File: config.mk
export PLATFORM = sky130hd
export DESIGN_NAME = sync_serial_frame_engine
export DESIGN_NICKNAME = d
export VERILOG_FILES = /design/src/sync_serial_pkg.sv /design/src/sync_serial_frame_engine.sv
export SDC_FILE = /design/constraint.sdc
export NUM_CORES = 1
export LEC_CHECK = 0
export BUFFER_PORTS_ARGS = -buffer_cell sky130_fd_sc_hd__buf_2
export CAP_MARGIN = 20
export CORE_MARGIN = 2
export CORE_UTILIZATION = 25
export CTS_BUF_LIST = sky130_fd_sc_hd__clkbuf_8
export DETAILED_ROUTE_END_ITERATION = 8
export GPL_ROUTABILITY_DRIVEN = 0
export GPL_TIMING_DRIVEN = 0
export PLACE_DENSITY = 0.48
export SYNTH_ARGS = -nofsm -noshare
export SYNTH_HDL_FRONTEND = slang
export SYNTH_SLANG_ARGS = --single-unit
File: constraint.sdc
create_clock -name i_clock -period 7.91 [get_ports i_clock]
set_input_delay 0.791 -clock i_clock [delete_from_list [all_inputs] [get_ports i_clock]]
set_output_delay 0.791 -clock i_clock [all_outputs]
set_load 0.01 [all_outputs]
File: src/sync_serial_pkg.sv
// Constants, types and field layouts shared by the synchronous serial frame engine
// How it works
// - All four interrupt sources OR into one line
// - Each source gated by its own mask bit
// - Raw and masked source states both readable
// - Frames carry 4 to 16 bits, MSB first
// - Shift clock idles, toggles only while transferring
// - Idle clock with waiting receive data flags timeout
// - SPI and control-word frame line low whole frame
// - Pulse-framed: one-period frame pulse before each frame
// - Pulse-framed: drive on rise, sample on fall
// - Control-word format sends 8 bits, ignores input meanwhile
// - Peripheral waits one clock then returns data
// - Pulse-framed idle: clock, frame low, output floating
// - Pulse-framed: valid entry pulses frame, loads shifter
// - Pulse-framed: MSB driven on rise after pulse
// - Pulse-framed: push received word on next rise
// - SPI polarity bit sets idle clock level
// - SPI phase bit picks first or second edge
// - SPI idle: clock at polarity level, frame high, master drives
// - SPI start: frame low, data, then clock
// - SPI mode 0: sample rising, change falling
// - Frame line high one period after last sample
// - Phase zero: frame pulses high between words
// - Transmit and receive FIFOs, eight by sixteen
// - Shift rate is clock over prescale times (1 + rate)
package sync_serial_pkg;

    // ==========================================================
    // Frame formats
    localparam logic [1:0] FMT_PULSE = 2'h0;
    localparam logic [1:0] FMT_SPI = 2'h1;
    localparam logic [1:0] FMT_CTRLWORD = 2'h2;

    // ==========================================================
    // Buffering
    localparam int FIFO_WIDTH = 16;
    localparam int FIFO_DEPTH = 8;
    localparam int LEVEL_W = 4;
    localparam logic [3:0] TX_SERVICE_LEVEL = 4'h4;
    localparam logic [3:0] RX_SERVICE_LEVEL = 4'h4;

    // ==========================================================
    // Frame layout
    localparam logic [3:0] MIN_SIZE_CODE = 4'h3;
    localparam logic [4:0] CTRL_BITS = 5'h08;
    localparam logic [4:0] CTRL_GAP_BITS = 5'h09;

    // ==========================================================
    // Receive timeout, in idle shift-clock periods and half periods
    localparam int TIMEOUT_PERIODS = 32;
    localparam logic [6:0] TIMEOUT_HALVES = 7'(2 * TIMEOUT_PERIODS);

    // ==========================================================
    // Interrupt source positions and reset value
    localparam int IRQ_TX = 0;
    localparam int IRQ_RX = 1;
    localparam int IRQ_TIMEOUT = 2;
    localparam int IRQ_OVERRUN = 3;
    localparam logic [3:0] IRQ_RESET = 4'h0;

    // ==========================================================
    // Engine states
    typedef enum logic [1:0] {
        ST_IDLE = 2'b00,
        ST_LEAD = 2'b01,
        ST_SHIFT = 2'b10,
        ST_TAIL = 2'b11
    } engine_state_t;

endpackage

File: src/sync_serial_frame_engine.sv
// Serial frame engine with its transmit and receive FIFOs
`timescale 1ns/1ps

// ==========================================================
// Parameterised FIFO with registered flags and head word
module sync_serial_fifo #(
    parameter int WIDTH = 16,
    parameter int DEPTH = 8,
    parameter int LW = 4
) (
    // Clock and reset
    input wire logic i_clock,
    input wire logic i_rstn,
    // Filling side
    input wire logic i_in_valid,
    input wire logic [WIDTH-1:0] i_in_data,
    output logic o_in_ready,
    // Draining side
    output logic o_out_valid,
    output logic [WIDTH-1:0] o_out_data,
    input wire logic i_out_ready,
    // Fill level
    output logic [LW-1:0] o_level
);
    localparam int AW = $clog2(DEPTH);

    logic [WIDTH-1:0] mem [DEPTH];
    logic [AW-1:0] wr_ptr;
    logic [AW-1:0] rd_ptr;

    // Handshakes and next pointers
    wire push = i_in_valid && o_in_ready;
    wire pop = o_out_valid && i_out_ready;
    wire [AW-1:0] next_wr = push ? wr_ptr + AW'(1) : wr_ptr;
    wire [AW-1:0] next_rd = pop ? rd_ptr + AW'(1) : rd_ptr;
    wire [LW-1:0] next_level = o_level + LW'(push) - LW'(pop);
    // A word written into the slot about to become head bypasses the array
    wire [WIDTH-1:0] next_head = (push && next_rd == wr_ptr) ? i_in_data : mem[next_rd];

    // Storage has no reset; only pointers and flags matter after reset
    always_ff @(posedge i_clock) begin
        if (push) begin
            mem[wr_ptr] <= i_in_data;
        end
    end

    // Pointers, level and flags
    always_ff @(posedge i_clock) begin
        if (!i_rstn) begin
            wr_ptr <= '0;
            rd_ptr <= '0;
            o_level <= '0;
            o_in_ready <= 1'b1;
            o_out_valid <= 1'b0;
            o_out_data <= '0;
        end else begin
            wr_ptr <= next_wr;
            rd_ptr <= next_rd;
            o_level <= next_level;
            o_in_ready <= next_level != LW'(DEPTH);
            o_out_valid <= next_level != '0;
            o_out_data <= next_head;
        end
    end
endmodule

// ==========================================================
// Frame engine top
module sync_serial_frame_engine (
    // Clock and reset
    input wire logic i_clock,
    input wire logic i_rstn,
    // Configuration
    input wire logic i_enable,
    input wire logic i_master,
    input wire logic [1:0] i_format,
    input wire logic i_idle_clock_level,
    input wire logic i_capture_edge_select,
    input wire logic [3:0] i_data_size,
    input wire logic [7:0] i_prescale_divisor,
    input wire logic [7:0] i_serial_rate_field,
    // Transmit words from software
    input wire logic i_tx_valid,
    input wire logic [15:0] i_tx_data,
    output logic o_tx_ready,
    // Received words to software
    output logic o_rx_valid,
    output logic [15:0] o_rx_data,
    input wire logic i_rx_ready,
    // Interrupt sources
    input wire logic [3:0] i_irq_enable_reg,
    input wire logic i_overrun_clear,
    input wire logic i_timeout_clear,
    output logic [3:0] o_irq_raw_reg,
    output logic [3:0] o_irq_masked_reg,
    output logic o_irq,
    // Serial pins
    output logic o_shift_clock_pin,
    output logic o_shift_clock_oe_n,
    output logic o_frame_select_pin,
    output logic o_serial_out_pin,
    output logic o_serial_out_oe_n,
    input wire logic i_serial_in_pin
);
    sync_serial_pkg::engine_state_t state;
    logic hp;
    logic tail_left;
    logic [4:0] bit_idx;
    logic [15:0] tx_shift;
    logic [15:0] rx_shift;
    logic rx_push;
    logic [15:0] rx_word;
    logic [6:0] pre_cnt;
    logic [7:0] rate_cnt;
    logic [6:0] to_cnt;
    logic tx_valid;
    logic [15:0] tx_data;
    logic [3:0] tx_level;
    logic [3:0] rx_level;
    logic rx_in_ready;

    // ==========================================================
    // Format decode
    wire run = i_enable && i_master;
    wire is_pulse = i_format == sync_serial_pkg::FMT_PULSE;
    wire is_spi = i_format == sync_serial_pkg::FMT_SPI;
    wire is_ctrl = i_format == sync_serial_pkg::FMT_CTRLWORD;
    wire cpha1 = is_spi && i_capture_edge_select;
    wire idle_level = is_spi && i_idle_clock_level;
    wire [3:0] size_code = (i_data_size < sync_serial_pkg::MIN_SIZE_CODE) ?
        sync_serial_pkg::MIN_SIZE_CODE : i_data_size;
    // Control-word frames add 8 control bits and one turnaround clock
    wire [4:0] last_idx = is_ctrl ? 5'(size_code) + sync_serial_pkg::CTRL_GAP_BITS : 5'(size_code);

    // ==========================================================
    // Half-period tick: prescale/2 times (1 + rate) system clocks
    wire [6:0] half_div = (i_prescale_divisor[7:1] == 7'h00) ? 7'h01 : i_prescale_divisor[7:1];
    wire pre_end = pre_cnt == half_div - 7'h01;
    wire rate_end = rate_cnt == i_serial_rate_field;
    wire tick = run && pre_end && rate_end;

    always_ff @(posedge i_clock) begin
        if (!i_rstn || !run || (pre_end && rate_end)) begin
            pre_cnt <= 7'h00;
            rate_cnt <= 8'h00;
        end else if (pre_end) begin
            pre_cnt <= 7'h00;
            rate_cnt <= rate_cnt + 8'h01;
        end else begin
            pre_cnt <= pre_cnt + 7'h01;
        end
    end

    // ==========================================================
    // Bit selection: MSB first; control-word frames send only 8 bits
    function automatic logic tx_bit(input logic [4:0] idx);
        logic r;
        r = 1'b0;
        if (is_ctrl) begin
            if (idx < sync_serial_pkg::CTRL_BITS) begin
                r = tx_shift[3'(3'h7 - idx[2:0])];
            end
        end else if (idx <= 5'(size_code)) begin
            r = tx_shift[4'(size_code - idx[3:0])];
        end
        return r;
    endfunction

    // Sampling edge per format and phase
    wire in_shift = state == sync_serial_pkg::ST_SHIFT;
    wire sample_now = in_shift && (is_pulse || cpha1 ? hp : !hp);
    // Nothing is captured while the control word goes out
    wire capture_en = !is_ctrl || bit_idx >= sync_serial_pkg::CTRL_GAP_BITS;
    wire [15:0] rx_next = {rx_shift[14:0], i_serial_in_pin};
    wire last_bit = in_shift && hp && bit_idx == last_idx;
    wire in_tail = state == sync_serial_pkg::ST_TAIL;

    // Transmit FIFO pops: from idle, back-to-back phase one, pulse-framed run-on
    wire start_idle = state == sync_serial_pkg::ST_IDLE;
    wire tx_pop = tick && tx_valid &&
        (start_idle || (last_bit && cpha1) || (in_tail && is_pulse && !hp));
    wire push_now = tick && ((sample_now && bit_idx == last_idx && !is_pulse) ||
        (in_tail && is_pulse && !hp));

    // ==========================================================
    // Frame sequencer, stepped by half-period ticks
    always_ff @(posedge i_clock) begin
        if (!i_rstn) begin
            state <= sync_serial_pkg::ST_IDLE;
            hp <= 1'b0;
            tail_left <= 1'b0;
            bit_idx <= 5'h00;
            tx_shift <= 16'h0000;
            rx_shift <= 16'h0000;
            o_shift_clock_pin <= 1'b0;
            o_shift_clock_oe_n <= 1'b1;
            o_frame_select_pin <= 1'b1;
            o_serial_out_pin <= 1'b0;
            o_serial_out_oe_n <= 1'b1;
        end else if (!run || start_idle) begin
            // Idle levels hold every cycle so a format change shows at once
            state <= sync_serial_pkg::ST_IDLE;
            o_shift_clock_pin <= idle_level;
            o_shift_clock_oe_n <= !i_master;
            o_frame_select_pin <= !is_pulse;
            o_serial_out_pin <= 1'b0;
            o_serial_out_oe_n <= is_pulse;
            if (tx_pop) begin
                tx_shift <= tx_data;
                rx_shift <= 16'h0000;
                bit_idx <= 5'h00;
                hp <= 1'b0;
                state <= sync_serial_pkg::ST_LEAD;
                o_frame_select_pin <= is_pulse;
                o_shift_clock_pin <= is_pulse;
                o_serial_out_oe_n <= is_pulse;
            end
        end else if (tick) begin
            case (state)
                sync_serial_pkg::ST_LEAD: begin
                    state <= sync_serial_pkg::ST_SHIFT;
                    if (is_pulse) begin
                        o_shift_clock_pin <= 1'b0;
                    end else if (!cpha1) begin
                        o_serial_out_pin <= tx_bit(5'h00);
                    end
                end
                sync_serial_pkg::ST_SHIFT: begin
                    hp <= !hp;
                    if (sample_now && capture_en) begin
                        rx_shift <= rx_next;
                    end
                    if (!hp) begin
                        o_shift_clock_pin <= is_pulse ? 1'b1 : !idle_level;
                        if (is_pulse) begin
                            o_frame_select_pin <= 1'b0;
                            o_serial_out_oe_n <= 1'b0;
                            o_serial_out_pin <= tx_bit(bit_idx);
                        end else if (cpha1) begin
                            o_serial_out_pin <= tx_bit(bit_idx);
                        end
                    end else begin
                        o_shift_clock_pin <= is_pulse ? 1'b0 : idle_level;
                        if (bit_idx != last_idx) begin
                            bit_idx <= bit_idx + 5'h01;
                            if (!is_pulse && !cpha1) begin
                                o_serial_out_pin <= tx_bit(bit_idx + 5'h01);
                            end
                        end else if (tx_pop) begin
                            // Phase one keeps the frame low across words
                            tx_shift <= tx_data;
                            rx_shift <= 16'h0000;
                            bit_idx <= 5'h00;
                        end else begin
                            state <= sync_serial_pkg::ST_TAIL;
                            tail_left <= cpha1;
                        end
                    end
                end
                sync_serial_pkg::ST_TAIL: begin
                    if (is_pulse) begin
                        hp <= !hp;
                        o_shift_clock_pin <= !hp;
                        if (tx_pop) begin
                            tx_shift <= tx_data;
                            rx_shift <= 16'h0000;
                            bit_idx <= 5'h00;
                            hp <= 1'b0;
                            o_frame_select_pin <= 1'b1;
                            state <= sync_serial_pkg::ST_LEAD;
                        end else if (hp) begin
                            o_serial_out_oe_n <= 1'b1;
                            state <= sync_serial_pkg::ST_IDLE;
                        end
                    end else if (tail_left) begin
                        tail_left <= 1'b0;
                    end else begin
                        // Idle stretch before the next load makes the high pulse
                        o_frame_select_pin <= 1'b1;
                        o_serial_out_pin <= 1'b0;
                        state <= sync_serial_pkg::ST_IDLE;
                    end
                end
                default: begin
                    state <= sync_serial_pkg::ST_IDLE;
                end
            endcase
        end
    end

    // ==========================================================
    // Received word hand-off to the receive FIFO
    always_ff @(posedge i_clock) begin
        if (!i_rstn) begin
            rx_push <= 1'b0;
            rx_word <= 16'h0000;
        end else begin
            rx_push <= push_now;
            rx_word <= is_pulse ? rx_shift : rx_next;
        end
    end

    // ==========================================================
    // Eight-deep FIFOs on both paths
    sync_serial_fifo #(.WIDTH(sync_serial_pkg::FIFO_WIDTH), .DEPTH(sync_serial_pkg::FIFO_DEPTH),
        .LW(sync_serial_pkg::LEVEL_W)) u_tx_fifo (
        .i_clock(i_clock),
        .i_rstn(i_rstn),
        .i_in_valid(i_tx_valid),
        .i_in_data(i_tx_data),
        .o_in_ready(o_tx_ready),
        .o_out_valid(tx_valid),
        .o_out_data(tx_data),
        .i_out_ready(tx_pop),
        .o_level(tx_level)
    );

    sync_serial_fifo #(.WIDTH(sync_serial_pkg::FIFO_WIDTH), .DEPTH(sync_serial_pkg::FIFO_DEPTH),
        .LW(sync_serial_pkg::LEVEL_W)) u_rx_fifo (
        .i_clock(i_clock),
        .i_rstn(i_rstn),
        .i_in_valid(rx_push),
        .i_in_data(rx_word),
        .o_in_ready(rx_in_ready),
        .o_out_valid(o_rx_valid),
        .o_out_data(o_rx_data),
        .i_out_ready(i_rx_ready),
        .o_level(rx_level)
    );

    // ==========================================================
    // Receive timeout: counts idle half periods while data waits
    wire rx_pop = o_rx_valid && i_rx_ready;
    wire to_restart = rx_push || rx_pop || !start_idle || rx_level == 4'h0;
    wire to_hit = tick && !to_restart && to_cnt == sync_serial_pkg::TIMEOUT_HALVES - 7'h01;

    always_ff @(posedge i_clock) begin
        if (!i_rstn || to_restart) begin
            to_cnt <= 7'h00;
        end else if (tick && to_cnt != sync_serial_pkg::TIMEOUT_HALVES) begin
            to_cnt <= to_cnt + 7'h01;
        end
    end

    // ==========================================================
    // Interrupt sources: sticky bits let a set win over a clear
    wire overrun_set = rx_push && !rx_in_ready;
    wire next_overrun = overrun_set || (o_irq_raw_reg[sync_serial_pkg::IRQ_OVERRUN] && !i_overrun_clear);
    wire next_timeout = to_hit ||
        (o_irq_raw_reg[sync_serial_pkg::IRQ_TIMEOUT] && !i_timeout_clear && !rx_pop);
    wire [3:0] next_raw = {next_overrun, next_timeout,
        rx_level >= sync_serial_pkg::RX_SERVICE_LEVEL, tx_level <= sync_serial_pkg::TX_SERVICE_LEVEL};
    wire [3:0] next_masked = next_raw & i_irq_enable_reg;

    always_ff @(posedge i_clock) begin
        if (!i_rstn) begin
            o_irq_raw_reg <= sync_serial_pkg::IRQ_RESET;
            o_irq_masked_reg <= sync_serial_pkg::IRQ_RESET;
            o_irq <= 1'b0;
        end else begin
            o_irq_raw_reg <= next_raw;
            o_irq_masked_reg <= next_masked;
            o_irq <= |next_masked;
        end
    end
endmodule

==> reports/metrics.csv <==
metric,value,unit
vias_per_cell,4.57,
p_per_area,228,nW/um^2
dr.pass1.iters,4,
status,finished clean,
top_regs,"u_rx_fifo.mem x128, u_tx_fifo.mem x128",
rows,99,
fillers,7385,
dpl_cell_area,20400,um^2
ys_seq_area_share,58.0,%
postSynthCellCount,1366,
synthMuxAreaShare,13.9,%
synth_seq_cells,406,
slowest_stage,xor2_1,
grt_pass1_vias,12400,
ir_drop,0.000122,V
clock_sinks,406,
synth-compound-area-share,9.09,%
vias,11800,
start_util,25.3,%
p_total,4970,uW
synth_ff_type,edfxtp_1,
power_frac_seq,47.8,%
p_leak,0.00751,uW
place_ws,2.90,ns
chipHeight,276,um
die_area,75900,um^2
slew_viol_final,0,
grt_overflow,0,
hold_class,input port to register,
layout_commonest_cell,edfxtp_1,
timing.fmax,229,MHz
crit_type,input port to register,
intPower,3640,uW
clockBufferDepth,3,
synth_cell_types,83,
start_kind,input port,
dp_hpwl,33000,um
worst_path_most_repeated_cell,buf_2,
yosys.area_share.simple,9.68,%
drt_iter0_drc,668,
port_buffers,82,
layout_common_cells,"edfxtp_1 (256), dfxtp_1 (150), mux2i_1 (106)",
routedWlPerCell,18.1,um
core-area,73000,um^2
power.share.switching,26.8,%
worst_pin_slew,1.03,ns
grt_start_max_net_pins,16,
fin_hold_ws,0.370,ns
routed_wl,46600,um
cp_cell_sequence,buf_2 > buf_2 > o21ba_2 > inv_1 > ha_1 > a21oi_1 > o211ai_1 > mux2_2 > o31ai_2 > and3_1 > xor2_1 > buf_2 > nor2_1 > o221a_1,
drive_gt1_share,21.8,%
async_flop_share,0,%
grt_pass1_wl,72500,um
cts_resized,0,
cts_tree,done,
h-tree-depth,3,
synth_xor_area_share,3.27,%
path_clk_slew,0.06,ns
syn_area_per_cell,13.5,um^2
track_usage,12.5,%
cts-root-buf,clkbuf_8,
cts_made_buffers,75,
timing.slew.headroom,31.2,%
synth_top_family_by_area,multiplexers,
ant_nets,0,
critPathCaptureType,register,
final_area,21800,um^2
hold_buffers,0,
rsz0062_at_grt,no,
fin_skew,0.0381,ns
fin_ws,3.54,ns
clock_latency,0.66,ns
p_clk_share,39.0,%
die_w,276,um
post_cts_buffers,0,
switching_power,1330,uW
max_stage_delay,0.75,ns
antenna_found_initial,2,
final_nets,1647,
report.final.setup_viol,0,
drc,0,
multi_input_area,7300,um^2
period_share,55.2,%
worst-path-max-fanout,10,
netlist_area,18400,um^2
syn_to_final_growth,18.5,%
maxCapViolations,0,
seqCellArea,10700,um^2
synth_warnings,0,
critPathArrivalTime,4.88,ns
synth_fa_ha_area_share,3.28,%
min_period,4.37,ns
synth_edf_count,256,
tns,0,ns
power_frac_comb,13.2,%
hold_viol_final,0,
io_pins,85,
syn-num-nets,1465,
worstPathRequired,8.42,ns
[metal layers]
| metal | up-vias | GRT usage, % | wire length (um) |
|---|---|---|---|
| met2 | 238 | 21.3 | 23000 |
| met1 | 5857 | 15.4 | 20300 |
| met3 | 91 | 2.88 | 2150 |
| li1 | 5565 | - | - |
| met4 | 2 | 4.15 | 1120 |
| met5 | - | 0 | 12 |
[Yosys cell counts, types with 15 or more instances]
master	instances	area, um^2
a21boi_0	25	188
a21oi_1	19	95.1
a221o_1	15	150
a22oi_1	17	128
and2_1	20	125
clkbuf_1	50	188
dfxtp_1	150	3000
edfxtp_1	256	7690
ha_1	42	526
inv_1	43	161
mux2_2	34	383
mux2i_1	106	1060
mux4_2	50	1130
nand2_1	85	319
nand3_1	21	105
nor2_1	68	255
nor2b_1	46	288
nor3_1	15	75.1
o211a_1	18	180
o21ai_0	19	95.1
o221a_1	15	169
o221ai_1	17	149
o22ai_1	19	119
xnor2_1	31	272
xor2_1	27	236
[logic make-up (layout without fill, tap and decap cells)]
family,Yosys count,after routing
mux,190,190
flops,406,406
compound gates,209,209
fa+ha+maj,46,46
other cells,0,1
xor+xnor,62,62
simple gates,336,336
buf+inv,117,361
[critical path: cells and delay by family]
family / cells / cell delay [ns]
xor gates and xnor gates: 1 / 0.75
adders and majority gates: 1 / 0.24
muxes: 1 / 0.31
AOI/OAI and AO/OA: 5 / 1.41
and+or+nand+nor: 2 / 0.38
buffers and inverters: 4 / 0.99
[through the flow]
stage                     util [%]  cells
final                         29.9   2570
after global routing          29.9   2570
after detailed placement      27.9   2430
after global placement        27.5   2407
after floorplan                  -   1366
after CTS                     29.9   2569
[worst paths after layout]
path,from,to,slack (ns),depth (start not counted)
worst max register to register,state[0],u_tx_fifo.o_out_data[8],4.14,10
worst min register to register,o_shift_clock_oe_n,o_shift_clock_oe_n,0.48,2
worst min-delay path,i_master,o_shift_clock_oe_n,0.37,2
worst max-delay path,i_data_size[2],u_tx_fifo.o_out_data[11],3.54,14
[power groups by stage]
stage,Clock [uW],Sequential (uW),Combinational [uW]
3_5_place_dp,0,2420,668
6_report,1940,2380,655
3_3_place_gp,0,2420,648
2_1_floorplan,0,2420,433
4_1_cts,2010,2380,670
5_1_grt,2110,2390,721
[area by class of cell]
cell class	instances	share of cell area [%]
clock buffers	82	5.17
inverters	43	0.739
diodes	1	0.0115
flip-flops and latches	406	48.9
multi-input cells	843	33.4
plain buffers	74	1.58
clock inverters	57	1.48
repair buffers	105	3.13
well taps	959	5.49
No activity file was read; power rests on OpenSTA's default activity.
